`src/logic/sst_map.vh`:
```
// register map, field positions, reset values and timing counts of the ramp converter timer
`ifndef SST_MAP_VH
`define SST_MAP_VH
// ************************************************************
// register byte offsets
// ************************************************************
`define SST_OFF_MODE     12'h000
`define SST_OFF_TRIM     12'h004
`define SST_OFF_SYNCWT   12'h008
`define SST_OFF_RES_ONE  12'h010
`define SST_OFF_RES_TWO  12'h014
`define SST_OFF_RES_THR  12'h018
`define SST_OFF_RES_AUX  12'h01c
`define SST_OFF_STATUS   12'h020
// ************************************************************
// mode control fields and register reset values
// ************************************************************
`define SST_MODE_SEL_LO  0
`define SST_MODE_SEL_HI  1
`define SST_MODE_RATE    7
`define SST_MODE_DBL     9
`define SST_MODE_RESET   10'h000
`define SST_TRIM_RESET   3'h0
`define SST_SYNCWT_RESET 8'h28
// ************************************************************
// timer and pulse constants
// ************************************************************
`define SST_TIMER_MAX    12'hfff
`define SST_NO_RESULT    12'h000
`define SST_CLK_MHZ      50
`define SST_MIN_SYNC_NS  50
`define SST_MIN_SYNC_CYC ((`SST_MIN_SYNC_NS * `SST_CLK_MHZ + 999) / 1000)
`endif

```
`src/logic/sst_capture.v`:
```
// one capture channel: latches the timer on the first comparator trip of a window
`default_nettype none
module sst_capture #(
   parameter W = 12
) (
   input  wire         mclk,
   input  wire         reset_n,
   input  wire         window_start,
   input  wire         window_end,
   input  wire         trip,
   input  wire [W-1:0] timer_value,
   output wire [W-1:0] result
);
   reg [W-1:0] result_reg;
   reg         seen_reg;
   reg         trip_meta_reg;
   reg         trip_sync_reg;
   reg         trip_last_reg;
   wire        trip_rise;

   assign trip_rise = trip_sync_reg & ~trip_last_reg;
   assign result    = result_reg;

   always @(posedge mclk or negedge reset_n) begin
      if (!reset_n) begin
         trip_meta_reg <= 1'b0;
         trip_sync_reg <= 1'b0;
         trip_last_reg <= 1'b0;
         seen_reg      <= 1'b0;
         result_reg    <= {W{1'b0}};
      end else begin
         trip_meta_reg <= trip;
         trip_sync_reg <= trip_meta_reg;
         trip_last_reg <= trip_sync_reg;
         if (window_start) begin
            seen_reg <= 1'b0;
            // the closing window had no crossing, so its result reads zero
            if (window_end && !seen_reg) begin
               result_reg <= {W{1'b0}};
            end
         end else if (trip_rise && !seen_reg) begin
            seen_reg   <= 1'b1;
            result_reg <= timer_value;
         end
      end
   end
endmodule // sst_capture
`default_nettype wire

```
`src/logic/sst_adc_timer.v`:
```
// control side of the four-channel single-slope converter with an apb register slave
// How it works
// select bits 00,01,10 pick aux inputs zero..two, 11 the calibration reference.
// four channels convert together against one shared ramp.
// a 12-bit timer measures ramp start to crossing, stored per channel.
// the sync pulse discharges the ramp and restarts the timer.
// software sets the sync width long enough to fully discharge the ramp; here sync_width_reg drives nothing and the width comes from cycle_sync_pulse.
// mode bit 7 clear counts at half core rate, set at core rate.
// four capture registers latch the timer when their comparator trips.
// max count is min of 4095 and usable period over tick time.
// double update gives half-period windows, single update the full period.
// a channel with no crossing in the window reads zero.
// 3-bit ramp trim, writable, resets to zero, larger is more current.
// software steps trim up from zero until reference reading drops below target.
// current sense is sampled on the falling edge of the sync pulse.
// captures hold their value until a trip in the next window, or until that window closes with no trip.
// the timer stops at its maximum until the next sync pulse.
//
// The APB slave port and the register addresses were left to the implementer.
`default_nettype none
`include "sst_map.vh"
module sst_adc_timer (
   input  wire        mclk,
   input  wire        reset_n,
   input  wire        psel,
   input  wire        penable,
   input  wire        pwrite,
   input  wire [11:0] paddr,
   input  wire [31:0] pwdata,
   output wire        pready,
   output wire        pslverr,
   output reg  [31:0] prdata,
   input  wire        cycle_sync_pulse,
   input  wire        trip_main_one,
   input  wire        trip_main_two,
   input  wire        trip_current,
   input  wire        trip_aux,
   output wire        ramp_discharge,
   output wire [1:0]  aux_select,
   output wire        aux_select_high,
   output wire        aux_select_low,
   output wire [2:0]  ramp_current_trim,
   output wire        sense_hold_strobe,
   output wire        sync_width_short
);
   // ************************************************************
   // registers
   // ************************************************************
   reg  [9:0]  mode_control_reg;
   reg  [2:0]  trim_reg;
   reg  [7:0]  sync_width_reg;
   reg         sync_meta_reg;
   reg         sync_sync_reg;
   reg         sync_last_reg;
   reg  [11:0] timer_reg;
   reg  [11:0] timer_next;
   reg         tick_div_reg;
   reg         half_reg;
   reg         strobe_reg;
   reg         discharge_reg;
   reg         started_reg;
   reg  [15:0] high_cnt_reg;
   reg         short_reg;
   wire        sync_rise;
   wire        sync_fall;
   wire        window_start;
   wire        window_end;
   wire        tick;
   wire        wr_en;
   wire [11:0] res_one;
   wire [11:0] res_two;
   wire [11:0] res_thr;
   wire [11:0] res_aux;
   wire        addr_ok;

   // ************************************************************
   // sync pulse edges
   // ************************************************************
   // the pulse comes from outside, so it passes two flops first
   assign sync_rise = sync_sync_reg & ~sync_last_reg;
   assign sync_fall = ~sync_sync_reg & sync_last_reg;

   // in double update mode every sync rise opens a window (half period);
   // in single update only every second one does (full period)
   assign window_start = sync_rise & (mode_control_reg[`SST_MODE_DBL] | ~half_reg);
   assign window_end   = window_start & started_reg;

   always @(posedge mclk or negedge reset_n) begin
      if (!reset_n) begin
         sync_meta_reg <= 1'b0;
         sync_sync_reg <= 1'b0;
         sync_last_reg <= 1'b0;
         half_reg      <= 1'b0;
         strobe_reg    <= 1'b0;
         started_reg   <= 1'b0;
         discharge_reg <= 1'b0;
      end else begin
         sync_meta_reg <= cycle_sync_pulse;
         sync_sync_reg <= sync_meta_reg;
         sync_last_reg <= sync_sync_reg;
         if (sync_rise) begin
            half_reg <= ~half_reg;
         end
         if (window_start) begin
            started_reg <= 1'b1;
         end
         strobe_reg    <= sync_fall;
         discharge_reg <= sync_sync_reg;
      end
   end

   // ************************************************************
   // sync width check, flags a pulse shorter than the least width
   // ************************************************************
   always @(posedge mclk or negedge reset_n) begin
      if (!reset_n) begin
         high_cnt_reg <= 16'h0000;
         short_reg    <= 1'b0;
      end else if (sync_sync_reg) begin
         if (high_cnt_reg != 16'hffff) begin
            high_cnt_reg <= high_cnt_reg + 16'h0001;
         end
      end else begin
         high_cnt_reg <= 16'h0000;
         if (sync_fall) begin
            short_reg <= (high_cnt_reg < `SST_MIN_SYNC_CYC);
         end
      end
   end

   // ************************************************************
   // conversion timer
   // ************************************************************
   // slow rate: one tick every second core clock
   assign tick = mode_control_reg[`SST_MODE_RATE] | tick_div_reg;

   always @* begin
      timer_next = timer_reg;
      if (sync_sync_reg) begin
         timer_next = 12'h000;
      end else if (tick && timer_reg != `SST_TIMER_MAX) begin
         timer_next = timer_reg + 12'h001;
      end
   end

   always @(posedge mclk or negedge reset_n) begin
      if (!reset_n) begin
         timer_reg    <= 12'h000;
         tick_div_reg <= 1'b0;
      end else begin
         timer_reg    <= timer_next;
         tick_div_reg <= sync_sync_reg ? 1'b0 : ~tick_div_reg;
      end
   end

   // ************************************************************
   // capture channels, all sharing one ramp timer
   // ************************************************************
   sst_capture #(.W(12)) u_cap_one (
      .mclk         (mclk),
      .reset_n      (reset_n),
      .window_start (window_start),
      .window_end   (window_end),
      .trip         (trip_main_one),
      .timer_value  (timer_reg),
      .result       (res_one)
   );
   sst_capture #(.W(12)) u_cap_two (
      .mclk         (mclk),
      .reset_n      (reset_n),
      .window_start (window_start),
      .window_end   (window_end),
      .trip         (trip_main_two),
      .timer_value  (timer_reg),
      .result       (res_two)
   );
   sst_capture #(.W(12)) u_cap_thr (
      .mclk         (mclk),
      .reset_n      (reset_n),
      .window_start (window_start),
      .window_end   (window_end),
      .trip         (trip_current),
      .timer_value  (timer_reg),
      .result       (res_thr)
   );
   sst_capture #(.W(12)) u_cap_aux (
      .mclk         (mclk),
      .reset_n      (reset_n),
      .window_start (window_start),
      .window_end   (window_end),
      .trip         (trip_aux),
      .timer_value  (timer_reg),
      .result       (res_aux)
   );

   // ************************************************************
   // apb slave
   // ************************************************************
   // zero wait states; unmapped addresses answer with pslverr
   assign addr_ok = (paddr == `SST_OFF_MODE)    | (paddr == `SST_OFF_TRIM) |
                    (paddr == `SST_OFF_SYNCWT)  | (paddr == `SST_OFF_RES_ONE) |
                    (paddr == `SST_OFF_RES_TWO) | (paddr == `SST_OFF_RES_THR) |
                    (paddr == `SST_OFF_RES_AUX) | (paddr == `SST_OFF_STATUS);
   assign pready  = 1'b1;
   assign pslverr = psel & penable & ~addr_ok;
   assign wr_en   = psel & penable & pwrite;

   always @(posedge mclk or negedge reset_n) begin
      if (!reset_n) begin
         mode_control_reg <= `SST_MODE_RESET;
         trim_reg         <= `SST_TRIM_RESET;
         sync_width_reg   <= `SST_SYNCWT_RESET;
      end else if (wr_en) begin
         case (paddr)
            `SST_OFF_MODE: begin
               mode_control_reg <= pwdata[9:0];
            end
            `SST_OFF_TRIM: begin
               trim_reg <= pwdata[2:0];
            end
            `SST_OFF_SYNCWT: begin
               sync_width_reg <= pwdata[7:0];
            end
            default: begin
               mode_control_reg <= mode_control_reg;
            end
         endcase
      end
   end

   always @(posedge mclk or negedge reset_n) begin
      if (!reset_n) begin
         prdata <= 32'h00000000;
      end else if (psel && !penable && !pwrite) begin
         case (paddr)
            `SST_OFF_MODE:    prdata <= {22'h000000, mode_control_reg};
            `SST_OFF_TRIM:    prdata <= {29'h00000000, trim_reg};
            `SST_OFF_SYNCWT:  prdata <= {24'h000000, sync_width_reg};
            `SST_OFF_RES_ONE: prdata <= {20'h00000, res_one};
            `SST_OFF_RES_TWO: prdata <= {20'h00000, res_two};
            `SST_OFF_RES_THR: prdata <= {20'h00000, res_thr};
            `SST_OFF_RES_AUX: prdata <= {20'h00000, res_aux};
            `SST_OFF_STATUS:  prdata <= {18'h00000, short_reg, half_reg, 12'h000} |
                                        {20'h00000, timer_reg};
            default:          prdata <= 32'h00000000;
         endcase
      end
   end

   // ************************************************************
   // outputs
   // ************************************************************
   assign aux_select_high   = mode_control_reg[`SST_MODE_SEL_HI];
   assign aux_select_low    = mode_control_reg[`SST_MODE_SEL_LO];
   assign aux_select        = {aux_select_high, aux_select_low};
   assign ramp_current_trim = trim_reg;
   assign sense_hold_strobe = strobe_reg;
   assign ramp_discharge    = discharge_reg;
   assign sync_width_short  = short_reg;
endmodule // sst_adc_timer
`default_nettype wire

```
`config.mk`:
```
export PLATFORM = sky130hd
export DESIGN_NAME = sst_adc_timer
export DESIGN_NICKNAME = d
export VERILOG_FILES = /design/src/logic/sst_capture.v /design/src/logic/sst_adc_timer.v
export VERILOG_INCLUDE_DIRS = /design/src /design/src/logic
export SDC_FILE = /design/constraint.sdc
export NUM_CORES = 1
export LEC_CHECK = 0
export BUFFER_PORTS_ARGS = -buffer_cell sky130_fd_sc_hd__buf_2
export CAP_MARGIN = 25
export CORE_MARGIN = 4
export CORE_UTILIZATION = 40
export DETAILED_ROUTE_END_ITERATION = 10
export PLACE_DENSITY_LB_ADDON = 0.2
export SLEW_MARGIN = 30
export SYNTH_ARGS = -nofsm -noshare
export SYNTH_HDL_FRONTEND = slang
export SYNTH_SLANG_ARGS = --single-unit
```
`constraint.sdc`:
```
create_clock -name mclk -period 2.4 [get_ports mclk]
set_input_delay 0.6 -clock mclk [delete_from_list [all_inputs] [get_ports mclk]]
set_output_delay 0.6 -clock mclk [all_outputs]
set_load 0.01 [all_outputs]
```
# == After elaboration in Yosys (flattened, before gate mapping) ==
# Cells that the tools add are included.
# word_totals
out_inout_bits,44
regBits,153
word_cells,138
# op_classes
addsub,2
reduce_logical,31
n_mux,26
n_bitwise,30
magnitude_cmp,1
eq_ne,14
# op_table
cell,n
two-way mux 12 bit,14
case mux 14 bit (8 select lines),1
equality test 12 x 5 -> 1 bit (second input constant),4
two-way mux 16 bit,2
adder 16 x 1 -> 16 bit (second input constant),1
< comparator 16 x 2 -> 1 bit (second input constant),1
!= test 16 bit (second input constant),1
AND reduction 2 bit,8
OR 14 x 12 -> 14 bit,1
adder 12 x 1 -> 12 bit (second input constant),1
equality test 12 x 3 -> 1 bit (second input constant),1
equality test 12 x 4 -> 1 bit (second input constant),1
equality test 12 x 6 -> 1 bit (second input constant),1
logical NOT 12 bit,1
!= test 12 bit (second input constant),1
AND 1 bit,11
logical AND 1 bit,11
!= test 2 x 1 -> 1 bit (second input constant),5
nonzero test 2 bit,5
two-way mux 1 bit,9
inverter 1 bit,9
OR 1 bit,9
logical NOT 1 bit,6

# == Longest topological paths before layout ==
# depth
depth_word,10
depth_mapped,7
mapped_depth_nobuf,6

# == Hierarchy ==
# A second synthesis with hierarchy kept.
# hier_totals
hier_cells,574
hier_area_um2,6538.8
# by_module_without_submodules
module,cells_each,seq_area_each_um2,area_each_um2,instances
sst_adc_timer,434,1779.2,4271.6,1
sst_capture,35,400.4,566.8,4

# == Least setup slack after synthesis ==
# OpenSTA, ideal clock, no wires.
# synth_timing
path_type,input -> register
from,input port paddr[1]
to,register mode_control_reg[0]
n_path_buf,2
cell_stages,7
required_time_ns,2.275
setup_ns,0.125
path_slack_ns,-0.077
t_arrival_ns,2.351
path_cell_list,or4_4 or3_1 buf_6 nor3_4 nand3b_2 buf_6 mux2_4
# synth_between
elab_chain_cells,2
# synth_lines
item,line_no,rtl
start: declaration,sst_adc_timer.v:28,"input wire [11:0] paddr,"
logical NOT 12 bit,sst_adc_timer.v:214,case (paddr)
AND reduction 2 bit (no source line),--,
end signal: assignment,sst_adc_timer.v:210,mode_control_reg <= `SST_MODE_RESET;
end signal: assignment,sst_adc_timer.v:216,mode_control_reg <= pwdata[9:0];
end signal: assignment,sst_adc_timer.v:225,mode_control_reg <= mode_control_reg;
end: declaration,sst_adc_timer.v:49,reg [9:0] mode_control_reg;
# Every way passes these cells.
# A chain may end at the register's enable or synchronous reset.

# == Final worst setup path ==
# layout_timing
from,input port paddr[1]
to,output port pslverr
# layout_between
elab_chain_cells,10
word_cells_on_any_way,17
cone_classes,eq/ne (7); bitwise (9); reduce/logical (1)
# layout_lines
item,line_no,rtl
equality test 12 x 3 -> 1 bit / logical NOT 12 bit (equally long branches),--,
OR 1 bit (6 in series),sst_adc_timer.v:200,assign addr_ok = (paddr == `SST_OFF_MODE) | (paddr == `SST_OFF_TRIM) |
OR 1 bit *,sst_adc_timer.v:200,
inverter 1 bit *,sst_adc_timer.v:205,assign pslverr = psel & penable & ~addr_ok;
AND 1 bit *,sst_adc_timer.v:205,
end: declaration,sst_adc_timer.v:31,"output wire pslverr,"
# Every way passes the cells marked *; elsewhere a longest branch is shown, timed or not.

==> out/metrics.yaml <==
timing:
  slew_viol_final: 0
  final.min_clock_period_ps: 2440
  fmax_mhz: 410
  period_share_pct: 102
  setup_viol: 1
  clock_skew_ps: 7.05
  rsz0062_at_grt: "yes"
  worst_pin_slew_ps: 878
  worst_slack_ps: -41.9
  whs_ps: 111
  relSlewSlack_pct: 40.9
  final_hold_viol_count: 0
drt:
  totalWireLength_mm: 14.9
  vias_per_cell: 5.23
  dr.pass1.iters: 5
  route.detailed.drc: 0
  vias: 4698
  ant_nets: 0
  drt-initial-drc-count: 449
  post_drt_wl_per_cell_um: 16.6
clock_tree:
  cts-root-buf: "clkbuf_16"
  clk_pin_slew_ps: 60
  cts_tree: "built"
  hold_buffers: 0
  h-tree-depth: 4
  clkSinkCount: 135
  clk_latency_ps: 410
  cts_buffers: 17
  cts.path.max_buffers: 2
status:
  status: "finished with violations"
  violations: "setup timing"
critical_path:
  cp-start-kind: "primary input"
  cp-end-kind: "output pin"
  crit_type: "primary input to output pin"
  worstPathArrival_ps: 1840
  rr_worst_depth: 5
  cp_max_fo: 2
  critical_path_required_ps: 1800
synthesis:
  avgSynthCellArea_um2: 10.4
  post-synth-top-count-cell: "dfrtp_1"
  synth_area_leaders: "dfrtp_1, nand2_1, o21ai_0"
  synth_top_cell_area_share_pct: 52.6
  synth_seq_area_share_pct: 53.4
  async_flop_share_pct: 100
  synth-main-ff-cell: "dfrtp_1"
  syn_inst: 607
  synth_edf_count: 0
  syn_area_mm2: 0.00633
  yosysWarnings: 0
  synth_cell_types: 57
  ys_seq_elements: 135
  synth_commonest_cells: "dfrtp_1, nand2_1, o21ai_0"
  synth_top_area_cell: "dfrtp_1"
finish:
  drive_above_1_share_pct: 22.5
  nets: 732
  diodes: 0
  area_growth_pct: 18.1
  nFillCells: 1387
  largest_reg_flops: 16
  fin_util_pct: 48.6
die:
  initial_utilization_pct: 41.2
  die_y_um: 134
  num_rows: 45
  die_w_um: 134
  coreArea_mm2: 0.0154
  ios: 98
  die-area_mm2: 0.0179
global_routing:
  grt_start_max_net_pins: 52
  met1_usage_pct: 23.8
  grt_util_all_layers_pct: 17.4
  met2_usage_pct: 27.4
  antenna_found_initial: 0
  use_met3_pct: 4.39
  top_usage_layer: "met2"
  grt_pass1_vias: 4683
  grt_pass1_wl_mm: 24.6
  grt_overflow: 0
power:
  power_density_mw_per_mm2: 745
  max-vdd-ir-drop_mv: 0.412
  leakagePower_nw: 3.43
  power_mw: 5.57
placed_design:
  port_buffers: 56
  gp_congestion: 0.816
  dpl.hpwl_mm: 10.6
  dpl_worst_slack_ps: -167
flow_run:
  max_cap_violations: 0
hold_path:
  worstHoldPathType: "primary input to async pin"
==> power by group <==
group | leakage (nW) | internal, mW | switching [mW]
sequential | 1.80 | 2.39 | 0.0797
combinational | 1.34 | 0.157 | 0.326
clock | 0.286 | 1.67 | 0.944
==> metal layers <==
layer  vias up  part of all wire (%)
li1       2232                     -
met1      2286                    46
met2       162                    46
met3        18                   5.9
met4         0                   1.6
met5         -                     0
==> cells by family after synthesis <==
kind of cell | synth area share, %
AOI/OAI and AO/OA | 10.9
muxes | 9.62
buffers and inverters | 4.94
DFF | 53.4
and+or+nand+nor | 17.7
other | 0.119
xor gates and xnor gates | 2.91
adders and majority gates | 0.395
==> what timing repair did <==
action,in CTS,in global routing
setup buffers,0,0
pin swaps,0,0
resized for setup,1,0
endpoints found under the setup margin,1,1
==> final timing paths <==
check                                from                 endpoint  slack (ps)
min reg2reg                 sync_meta_reg            sync_sync_reg         350
max in group asynchronous         reset_n        sync_width_reg[3]        1610
min                               reset_n     u_cap_one.result[10]         110
max reg2reg                ramp_discharge      u_cap_one.result[3]         310
max                              paddr[1]                  pslverr         -40
min in group mclk            trip_current  u_cap_thr.trip_meta_reg         290
==> critical path, cell delays in order <==
cell	delay [ps]
buf_6	90
or4_4	540
nor3_4	150
nand4_1	130
and3_1	190
buf_2	130
==> area by class of cell <==
type	instances	area, µm²	area share (%)
sequential	135	3380	45.2
multi-input combinational	438	2710	36.3
timing repair buffer	81	518	6.93
clock buffer	22	464	6.21
tap	211	264	3.53
clock inverter	9	125	1.67
inverter	3	11.3	0.151
==> stage by stage <==
| stage | std cells | TNS (ps) | cell area (µm²) |
|---|---|---|---|
| finish | 899 | -41.9 | 7480 |
| global route | 899 | -97.8 | 7480 |
| CTS | 899 | -57.1 | 7480 |
| detailed placement | 868 | -2890 | 6880 |
| global placement | 868 | -2320 | 6880 |
| floorplan | 624 | -293 | 6400 |
==> cells in the final DEF, fill, tap and decap left out, drive strengths merged, types with 6 or more instances in the layout <==
master and count:
a21oi 9, nand3 15, buf 81, xnor2 12, clkbuf 22, nor4 10
nor2b 10, and3 9, nor3 8, a31oi 6, nor2 39, xor2 9
mux2 29, mux2i 20, dfrtp 133, conb 19, o21ai 70, nand2 98
nand4 8
Note: power is estimated with default switching activity, not from simulation.
